<file path="src/logic/adc_seq_defines.svh">
// constants for the converter control sequencer
`ifndef ADC_SEQ_DEFINES_SVH
`define ADC_SEQ_DEFINES_SVH

// master clock divide to modulator rate (64 x fs)
`define DIV_256_MODE      3'h4
`define DIV_384_MODE      3'h6
// bit slots per stereo frame at the modulator rate
`define BITS_PER_FRAME    7'h40
`define SLOT_LAST         6'h3f
// filter group delay in output word periods
`define GROUP_DELAY_WORDS 36
// offset calibration length in frame periods
`define CAL_FRAMES        8192
// level tag codes
`define LVL_UNDER_MORE    2'h0
`define LVL_UNDER_NEAR    2'h1
`define LVL_OVER_NEAR     2'h2
`define LVL_OVER_MORE     2'h3
// magnitude 1 dB under full scale
`define NEAR_FS_THRESH    16'h7214
// output buffer depth in words
`define OUT_FIFO_DEPTH    8

`endif

</file>
<file path="src/logic/adc_seq_pkg.sv">
// types shared by the converter control sequencer
`default_nettype none

package adc_seq_pkg;

    // start-up sequence states, one-hot
    typedef enum logic [5:0] {
        ST_RESET     = 6'h01,
        ST_SYNC      = 6'h02,
        ST_WAIT_FALL = 6'h04,
        ST_WAIT_RISE = 6'h08,
        ST_CAL       = 6'h10,
        ST_RUN       = 6'h20
    } seq_state_type;

endpackage : adc_seq_pkg

`default_nettype wire

</file>
<file path="src/logic/audio_adc_control_sequencer.sv">
// control and sequencing of a stereo sigma-delta audio converter
`include "adc_seq_defines.svh"
`default_nettype none

// Function
// RQ1 - output lags input by 36 word periods
// RQ2 - ratio pin selects 384 or 256 clock
// RQ3 - divide to 64 fs, words at fs
// RQ4 - master mode derives serial clocks internally
// RQ5 - slave clocks share master clock source
// RQ6 - reset clears filter state and buffer
// RQ7 - reset drives outputs low, bit clock idles
// RQ8 - reset release on falling clock edge
// RQ9 - shared reset devices start sampling together
// RQ10 - slave waits frame fall then rise
// RQ11 - word clock mode needs word clock high
// RQ12 - calibration lasts 8192 frames after reset
// RQ13 - slave calibration counts from first rise
// RQ14 - reset held means power-down, then calibrate
// RQ15 - level tag two bits per sample
// RQ16 - level tag encodes four levels near full
// RQ17 - two's complement msb first, left first
// RQ18 - reset release synchronised before sequencing
module audio_adc_control_sequencer #(
    parameter int CAL_FRAMES  = `CAL_FRAMES,
    parameter int DELAY_WORDS = `GROUP_DELAY_WORDS,
    parameter int FIFO_DEPTH  = `OUT_FIFO_DEPTH
) (
    input  wire logic        clk,
    input  wire logic        rst_b,
    input  wire logic        ratio_384_sel,
    input  wire logic        slave_mode,
    input  wire logic        word_clock_in_mode,
    input  wire logic        bit_clock_edge_select,
    input  wire logic        channel_frame_clock_in,
    input  wire logic        word_clock_in,
    input  wire logic        sample_in_valid,
    output logic             sample_in_ready,
    input  wire logic [15:0] sample_in_left,
    input  wire logic [15:0] sample_in_right,
    input  wire logic        over_fs_near,
    input  wire logic        over_fs_more,
    output logic             modulator_tick,
    output logic             serial_bit_clock,
    output logic             channel_frame_clock,
    output logic             serial_data_output,
    output logic             level_tag_output,
    output logic             calibrating,
    output logic             sampling
);
    // counters must hold their limits
    initial
    begin
        if (CAL_FRAMES < 1 || CAL_FRAMES > 65535 || DELAY_WORDS < 1 ||
            DELAY_WORDS > 255 || FIFO_DEPTH < 2)
            $error("audio_adc_control_sequencer: bad parameter");
    end

    // ************************************************
    // clock ratio divider and frame slot counter
    // ************************************************
    logic [2:0] div_r;       // master clock phase in a modulator bit
    logic [2:0] div_nxt;
    logic [5:0] slot_r;      // bit slot inside the 64-slot frame
    logic [5:0] slot_nxt;
    logic [2:0] div_len;     // master clocks per modulator bit
    logic       bclk_r;      // internal bit clock, high half first
    logic       bclk_nxt;
    logic       frame_r;     // master frame clock, high for left
    logic       frame_nxt;
    logic       fr_prev_r;   // last sampled external frame clock
    logic       fr_rise;
    logic       fr_fall;
    logic       word_tick;   // one pulse per output word period
    logic       running;     // sequencer past the start-up gate

    // RQ2 ratio pin picks divide
    assign div_len = ratio_384_sel ? `DIV_384_MODE : `DIV_256_MODE;
    // RQ3 modulator rate enable
    assign modulator_tick = running && (div_r == div_len - 3'h1);
    assign fr_rise = channel_frame_clock_in && !fr_prev_r;
    assign fr_fall = !channel_frame_clock_in && fr_prev_r;
    // slave frames come from outside, master frames from the counter
    assign word_tick = slave_mode ? (running && fr_rise)
                     : (modulator_tick && slot_r == `SLOT_LAST);

    // divider and slot next values
    always_comb
    begin
        div_nxt   = div_r;
        slot_nxt  = slot_r;
        bclk_nxt  = bclk_r;
        frame_nxt = frame_r;
        if (!running)
        begin
            // held static until the start-up gate opens
            div_nxt   = 3'h0;
            slot_nxt  = 6'h00;
            bclk_nxt  = 1'b0;
            frame_nxt = 1'b0;
        end
        else
        begin
            div_nxt = modulator_tick ? 3'h0 : div_r + 3'h1;
            if (slave_mode && fr_rise)
                // re-align the slot count to the host frame
                slot_nxt = 6'h00;
            else if (modulator_tick)
                slot_nxt = slot_r + 6'h01;
            // RQ4 serial clocks from divider
            bclk_nxt  = (div_nxt < {1'b0, div_len[2:1]});
            frame_nxt = !slot_nxt[5];
        end
    end

    // divider registers
    always_ff @(posedge clk)
    begin
        if (!rst_b)
        begin
            div_r     <= 3'h0;
            slot_r    <= 6'h00;
            bclk_r    <= 1'b0;
            frame_r   <= 1'b0;
            fr_prev_r <= channel_frame_clock_in;  // follows pin, no false edge
        end
        else
        begin
            div_r     <= div_nxt;
            slot_r    <= slot_nxt;
            bclk_r    <= bclk_nxt;
            frame_r   <= frame_nxt;
            fr_prev_r <= channel_frame_clock_in;
        end
    end

    // ************************************************
    // start-up sequencer
    // ************************************************
    adc_seq_pkg::seq_state_type state_r;
    adc_seq_pkg::seq_state_type state_nxt;
    logic [1:0]  rel_r;      // reset release synchroniser
    logic [15:0] cal_r;      // calibration frame count
    logic [15:0] cal_nxt;
    logic [7:0]  fill_r;     // words since sampling began
    logic [7:0]  fill_nxt;
    logic        wclk_ok;    // word clock condition for the gate
    logic        filled;

    // RQ11 word clock must be high
    assign wclk_ok = !word_clock_in_mode || word_clock_in;
    assign running = (state_r == adc_seq_pkg::ST_CAL) ||
                     (state_r == adc_seq_pkg::ST_RUN);
    assign filled  = (fill_r == 8'(DELAY_WORDS));
    assign calibrating = (state_r == adc_seq_pkg::ST_CAL);
    assign sampling    = (state_r == adc_seq_pkg::ST_RUN);

    // state and counter next values
    always_comb
    begin
        state_nxt = state_r;
        cal_nxt   = cal_r;
        fill_nxt  = fill_r;
        case (state_r)
            adc_seq_pkg::ST_RESET:
            begin
                // power-down ends on the first clock out of reset
                state_nxt = adc_seq_pkg::ST_SYNC;
            end
            adc_seq_pkg::ST_SYNC:
            begin
                // RQ9 fixed release count
                if (rel_r[1])
                    state_nxt = slave_mode ? adc_seq_pkg::ST_WAIT_FALL
                                           : adc_seq_pkg::ST_CAL;
            end
            adc_seq_pkg::ST_WAIT_FALL:
            begin
                // RQ10 wait first frame fall
                if (fr_fall && wclk_ok)
                    state_nxt = adc_seq_pkg::ST_WAIT_RISE;
            end
            adc_seq_pkg::ST_WAIT_RISE:
            begin
                // RQ13 calibration starts at rise
                if (fr_rise && wclk_ok)
                    state_nxt = adc_seq_pkg::ST_CAL;
            end
            adc_seq_pkg::ST_CAL:
            begin
                // RQ12 count calibration frames
                if (word_tick)
                begin
                    if (cal_r == 16'(CAL_FRAMES - 1))
                        state_nxt = adc_seq_pkg::ST_RUN;
                    else
                        cal_nxt = cal_r + 16'h0001;
                end
            end
            adc_seq_pkg::ST_RUN:
            begin
                // RQ1 pipeline fill delay
                if (word_tick && !filled)
                    fill_nxt = fill_r + 8'h01;
            end
            default:
            begin
                state_nxt = adc_seq_pkg::ST_RESET;
            end
        endcase
    end

    // RQ14 reset is power-down, restart calibrates
    always_ff @(posedge clk)
    begin
        if (!rst_b)
        begin
            state_r <= adc_seq_pkg::ST_RESET;
            cal_r   <= 16'h0000;
            fill_r  <= 8'h00;
        end
        else
        begin
            state_r <= state_nxt;
            cal_r   <= cal_nxt;
            fill_r  <= fill_nxt;
        end
    end

    // RQ18 synchronise reset release
    always_ff @(posedge clk)
    begin
        if (!rst_b)
            rel_r <= 2'h0;
        else
            rel_r <= {rel_r[0], 1'b1};
    end

    // ************************************************
    // level tag and output buffer
    // ************************************************
    logic [15:0] mag_l;      // left magnitude, saturated
    logic [15:0] mag_r;      // right magnitude, saturated
    logic [1:0]  level;      // tag code of the incoming pair
    logic [33:0] fifo_out;
    logic        fifo_valid;
    logic        pop;

    // absolute value; the most negative code saturates
    function automatic logic [15:0] magnitude(input logic [15:0] s);
        logic [15:0] m;
        m = s[15] ? (~s + 16'h0001) : s;
        return m[15] ? 16'h7fff : m;
    endfunction : magnitude

    assign mag_l = magnitude(sample_in_left);
    assign mag_r = magnitude(sample_in_right);

    // RQ16 four level codes
    always_comb
    begin
        if (over_fs_more)
            level = `LVL_OVER_MORE;
        else if (over_fs_near)
            level = `LVL_OVER_NEAR;
        else if (mag_l >= `NEAR_FS_THRESH || mag_r >= `NEAR_FS_THRESH)
            level = `LVL_UNDER_NEAR;
        else
            level = `LVL_UNDER_MORE;
    end

    // pop one word per frame once the pipeline is full
    assign pop = sampling && filled && word_tick;

    // RQ6 buffer cleared by reset
    sample_fifo #(
        .WIDTH (34),
        .DEPTH (FIFO_DEPTH)
    ) u_out_fifo (
        .clk       (clk),
        .rst_b     (rst_b),
        .in_valid  (sample_in_valid && sampling),
        .in_ready  (sample_in_ready),
        .in_data   ({level, sample_in_left, sample_in_right}),
        .out_valid (fifo_valid),
        .out_ready (pop),
        .out_data  (fifo_out)
    );

    // ************************************************
    // serial frame output
    // ************************************************
    logic [63:0] shift_r;    // frame bits, msb leaves first
    logic [63:0] shift_nxt;
    logic [1:0]  tag_r;      // level tag bits, msb first
    logic [1:0]  tag_nxt;

    // frame load and shift next values
    always_comb
    begin
        shift_nxt = shift_r;
        tag_nxt   = tag_r;
        if (!running)
        begin
            shift_nxt = 64'h0;
            tag_nxt   = 2'h0;
        end
        else if (word_tick)
        begin
            // RQ17 left word first, msb first
            if (pop && fifo_valid)
                shift_nxt = {fifo_out[31:16], 16'h0000,
                             fifo_out[15:0], 16'h0000};
            else
                // underrun or still filling: send silence
                shift_nxt = 64'h0;
            // RQ15 tag refreshed every sample
            tag_nxt = (pop && fifo_valid) ? fifo_out[33:32]
                                          : `LVL_UNDER_MORE;
        end
        else if (modulator_tick)
        begin
            shift_nxt = {shift_r[62:0], 1'b0};
            tag_nxt   = {tag_r[0], 1'b0};
        end
    end

    // shift registers
    always_ff @(posedge clk)
    begin
        if (!rst_b)
        begin
            shift_r <= 64'h0;
            tag_r   <= 2'h0;
        end
        else
        begin
            shift_r <= shift_nxt;
            tag_r   <= tag_nxt;
        end
    end

    // RQ7 outputs low in reset, bit clock idles
    assign serial_data_output  = shift_r[63];
    assign level_tag_output    = tag_r[1];
    assign channel_frame_clock = frame_r && !slave_mode;
    // polarity applied outside the register so reset rests correctly
    assign serial_bit_clock = bclk_r ^ bit_clock_edge_select;

    // ************************************************
    // checks
    // ************************************************
    logic [6:0] ticks_r;     // modulator ticks since last word tick

    always_ff @(posedge clk)
    begin
        if (!rst_b || word_tick)
            ticks_r <= 7'h00;
        else if (modulator_tick)
            ticks_r <= ticks_r + 7'h01;
    end
endmodule : audio_adc_control_sequencer

`default_nettype wire

</file>
<file path="src/logic/sample_fifo.sv">
// small synchronous fifo holding converted words
`default_nettype none

module sample_fifo #(
    parameter int WIDTH = 34,
    parameter int DEPTH = 8
) (
    input  wire logic             clk,
    input  wire logic             rst_b,
    input  wire logic             in_valid,
    output logic                  in_ready,
    input  wire logic [WIDTH-1:0] in_data,
    output logic                  out_valid,
    input  wire logic             out_ready,
    output logic      [WIDTH-1:0] out_data
);
    localparam int AW = $clog2(DEPTH);

    // pointer widths need a power of two depth
    initial
    begin
        if (DEPTH < 2 || (1 << AW) != DEPTH || WIDTH < 1)
            $error("sample_fifo: bad width or depth");
    end

    // ***************************
    // storage and pointers
    // ***************************
    logic [WIDTH-1:0] mem_r [DEPTH];  // word storage
    logic [AW:0]      wr_r;           // write pointer, wrap bit on top
    logic [AW:0]      rd_r;           // read pointer
    logic [AW:0]      wr_nxt;
    logic [AW:0]      rd_nxt;
    logic             push;
    logic             pop;

    // full and empty from the wrap bit
    assign in_ready  = !((wr_r[AW] != rd_r[AW]) &&
                         (wr_r[AW-1:0] == rd_r[AW-1:0]));
    assign out_valid = (wr_r != rd_r);
    assign push      = in_valid && in_ready;
    assign pop       = out_valid && out_ready;
    assign out_data  = mem_r[rd_r[AW-1:0]];

    // pointer next values
    always_comb
    begin
        wr_nxt = wr_r + (AW+1)'(push);
        rd_nxt = rd_r + (AW+1)'(pop);
    end

    // reset empties the buffer, storage kept as is
    always_ff @(posedge clk)
    begin
        if (!rst_b)
        begin
            wr_r <= '0;
            rd_r <= '0;
        end
        else
        begin
            wr_r <= wr_nxt;
            rd_r <= rd_nxt;
        end
    end

    // data storage, written only on push
    always_ff @(posedge clk)
    begin
        if (push)
            mem_r[wr_r[AW-1:0]] <= in_data;
    end
endmodule : sample_fifo

`default_nettype wire

</file>
<file path="config.mk">
export PLATFORM = sky130hd
export DESIGN_NAME = audio_adc_control_sequencer
export DESIGN_NICKNAME = d
export VERILOG_FILES = /design/src/logic/adc_seq_pkg.sv /design/src/logic/audio_adc_control_sequencer.sv /design/src/logic/sample_fifo.sv
export VERILOG_INCLUDE_DIRS = /design/src /design/src/logic
export SDC_FILE = /design/constraint.sdc
export NUM_CORES = 1
export LEC_CHECK = 0
export BUFFER_PORTS_ARGS = -buffer_cell sky130_fd_sc_hd__buf_2
export CORE_MARGIN = 4
export CORE_UTILIZATION = 55
export CTS_CLUSTER_SIZE = 14
export DETAILED_ROUTE_END_ITERATION = 12
export MAX_ROUTING_LAYER = met4
export PLACE_DENSITY = 0.71
export REMOVE_ABC_BUFFERS = 1
export SLEW_MARGIN = 20
export SYNTH_ARGS = -nofsm -noshare
export SYNTH_HDL_FRONTEND = slang
export SYNTH_HIERARCHICAL = 1
export SYNTH_SLANG_ARGS = --single-unit
</file>
<file path="constraint.sdc">
create_clock -name clk -period 3.6 [get_ports clk]
set_input_delay 0.72 -clock clk [delete_from_list [all_inputs] [get_ports clk]]
set_output_delay 0.72 -clock clk [all_outputs]
set_load 0.01 [all_outputs]
</file>
==> impl_metrics.json <==
{
  "fin_crit_ns": 2.925,
  "cts_htree_levels": 2,
  "core_area_um2": 27780,
  "clock_sinks": 374,
  "viasPerCell": 5.977,
  "cp_max_fo": 36,
  "clk_latency_ns": 0.52,
  "synth-main-ff-cell": "edfxtp_1",
  "drc": 0,
  "setup_slack_ns": 0.6747,
  "start_util": 0.5587,
  "regToRegSetupSlack_ns": 0.67,
  "fin_cells": 1508,
  "synthToLayoutAreaGrowth_pct": 13.30,
  "drtIter0Drc": 701,
  "ys_ff_latch": 374,
  "portBuffers": 50,
  "die_y_um": 176.0,
  "synth_fa_ha_area_frac": 0.008867,
  "yosys.area_share.simple": 0.1052,
  "worstHoldEndpoint": "fr_prev_r",
  "clk_pin_slew_ns": 0.05,
  "crit_path_end_kind": "register",
  "place_inst": 1441,
  "synth_edf_count": 272,
  "cts-resized-gates": 0,
  "r2r-start": "state_r[0]",
  "power.leakage_nw": 5.770,
  "numCtsBuffers": 39,
  "antenna_found_initial": 0,
  "drt-total-wl_mm": 31.15,
  "setup_violations": 0,
  "finalHoldViolCount": 0,
  "finClkSkew_ns": 0.01847,
  "grt_pass1_wl_mm": 49.98,
  "row_count": 61,
  "path_class": "register to register",
  "diodes": 0,
  "hold_path_class": "primary input to register",
  "synth_area_um2": 15520,
  "final_common_cell": "edfxtp_1",
  "track_usage": 0.2104,
  "tightest_slew_ns": 1.161,
  "ant_nets": 0,
  "cts_buffer_depth": 3,
  "synth_compound_area_frac": 0.05481,
  "synth_cell_types": 76,
  "holdWs_ns": 0.3607,
  "final_util": 0.6330,
  "cts_tree": "built",
  "hold_depth": 1,
  "gp_congestion": 0.8400,
  "slew_headroom": 0.2241,
  "io_pins": 51,
  "power.density_nw_per_um2": 494.4,
  "layout_common_cells": "272 x edfxtp_1, 99 x dfxtp_1, 68 x mux4_2",
  "setup_tns_ns": 0,
  "yosysWarnings": 6,
  "grt_pass1_vias": 9039,
  "globalRouteOverflowTotal": 0,
  "post-route-period-util": 0.8126,
  "vias": 9013,
  "drt_first_pass_iters": 5,
  "outcome": "finished, final reports clean",
  "rsz0062_at_grt": "no",
  "maxCapViolations": 0,
  "drv_slew": 0,
  "timing.rr.end": "cal_r[10]",
  "start_kind": "register",
  "cts_root_buf": "clkbuf_16",
  "synthArstFlopShare": 0,
  "cts_setup_buffers": 0,
  "syn_inst": 1029,
  "grt_max_degree": 45,
  "synth_top_family_by_area": "multiplexers",
  "synth_seq_area_share": 0.6577,
  "fin_nets": 1158,
  "hold_start": "channel_frame_clock_in",
  "fmax_ghz": 0.3418,
  "place_hpwl_mm": 17.47,
  "synth.area.mux_share": 0.1290,
  "hold_buffers": 0,
  "cp.arrival_ns": 3.36,
  "die_area_um2": 30970,
  "synthXorXnorAreaFrac": 0.02257,
  "die_w_um": 176.0,
  "drive_gt1_frac": 0.2398,
  "vdd_drop_max_v": 0.0004455,
  "r2r_cells": 6,
  "required_ns": 4.03,
  "wl_per_cell_um": 20.65,
  "place_ws_ns": -0.001012,
  "post_synth.cell_area_avg_um2": 15.08
}
[cells in the mapped netlist, types with 3 or more instances]
library cell | instances | share of area
a21boi_0 | 3 | 0.0015
a21boi_1 | 3 | 0.0015
a21oi_1 | 27 | 0.0087
a221oi_1 | 32 | 0.018
a22oi_1 | 3 | 0.0015
a31oi_1 | 6 | 0.0024
and2_1 | 33 | 0.013
and3_1 | 9 | 0.0036
and3b_1 | 6 | 0.0034
and4_1 | 3 | 0.0017
buf_2 | 8 | 0.0026
buf_4 | 5 | 0.0024
clkbuf_1 | 33 | 0.0080
dfxtp_1 | 102 | 0.13
edfxtp_1 | 272 | 0.53
ha_1 | 11 | 0.0089
inv_1 | 20 | 0.0048
mux2_2 | 24 | 0.017
mux2_4 | 10 | 0.0097
mux2i_1 | 5 | 0.0032
mux4_2 | 68 | 0.099
nand2_1 | 65 | 0.016
nand2b_1 | 8 | 0.0032
nand3_1 | 10 | 0.0032
nand3b_1 | 3 | 0.0015
nand4_1 | 12 | 0.0048
nand4b_1 | 4 | 0.0023
nor2_1 | 63 | 0.015
nor2b_1 | 5 | 0.0020
nor3_1 | 48 | 0.015
nor4_1 | 12 | 0.0048
o21a_1 | 3 | 0.0015
o21ai_0 | 14 | 0.0045
or2_2 | 4 | 0.0016
or3_1 | 5 | 0.0020
or4_1 | 3 | 0.0015
xnor2_1 | 28 | 0.016
xor2_1 | 12 | 0.0068
[how the worst max path moves through the flow]
stage                  startpoint                 endpoint  slack [ns]  depth (start not counted)
6_report               state_r[0]                cal_r[10]        0.67                          6
5_1_grt                state_r[0]                cal_r[10]        0.44                          6
4_1_cts         sample_in_left[4]  u_out_fifo/mem_r[2][32]        0.54                          8
3_5_place_dp    sample_in_left[4]  u_out_fifo/mem_r[3][32]      -0.001                          8
3_3_place_gp    sample_in_left[4]  u_out_fifo/mem_r[2][32]        0.11                          8
2_1_floorplan  u_out_fifo/rd_r[0]   u_out_fifo/mem_r[0][0]       -1.30                          3
[critical path, stage by stage, from the launching register on]
cell and delay, ns:
dfxtp_1 0.37, or4_4 0.60, nor2_2 0.34, a21oi_4 0.35, nand4b_1 0.56, or3_1 0.47
a21boi_0 0.15
[final cells by class]
| class | count | area (um^2) |
|---|---|---|
| clock buffer | 51 | 1065 |
| clock inverter | 16 | 110.1 |
| fill | 2081 | 10190 |
| inverter | 21 | 78.83 |
| multi-input combinational | 583 | 4991 |
| sequential | 374 | 10220 |
| tap | 378 | 473.0 |
| timing repair buffer | 85 | 650.6 |
[logic make-up (layout without fill, tap and decap cells)]
kind of cell | count (synthesis) | in the layout
XOR/XNOR | 40 | 40
buffers and inverters | 72 | 173
AO/OA/AOI/OAI | 118 | 118
multiplexers | 107 | 107
adder cells (fa/ha/maj) | 11 | 11
flip-flops | 374 | 374
AND/OR/NAND/NOR | 307 | 307
[state kept, by name, summed over array words and instances, names as in the netlist]
| name | count |
|---|---|
| frame_r | 1 |
| rel_r | 2 |
| tag_r | 2 |
| fill_r | 8 |
| bclk_r | 1 |
| state_r | 6 |
| div_r | 3 |
| cal_r | 16 |
| fr_prev_r | 1 |
| u_out_fifo/rd_r | 4 |
| u_out_fifo/mem_r | 272 |
| slot_r | 6 |
| u_out_fifo/wr_r | 4 |
| shift_r | 48 |
[metal layers]
layer | part of all wire | GRT usage
met1 | 0.43 | 0.2920
met2 | 0.48 | 0.3369
met3 | 0.059 | 0.02634
met4 | 0.022 | 0.05621
met5 | 0 | -
[stage by stage]
stage | power, mW | cell area (um^2)
after floorplan | 4.927 | 15260
final | 8.694 | 17590
after global placement | 5.067 | 16410
after global routing | 9.008 | 17590
after detailed placement | 5.076 | 16410
after CTS | 8.768 | 17590
[where the power goes]
| part | switching [mW] | internal [mW] |
|---|---|---|
| Clock | 1.55 | 2.15 |
| Combinational | 0.200 | 0.123 |
| Sequential | 0.0309 | 4.64 |
No activity file was read; power rests on OpenSTA's default activity.
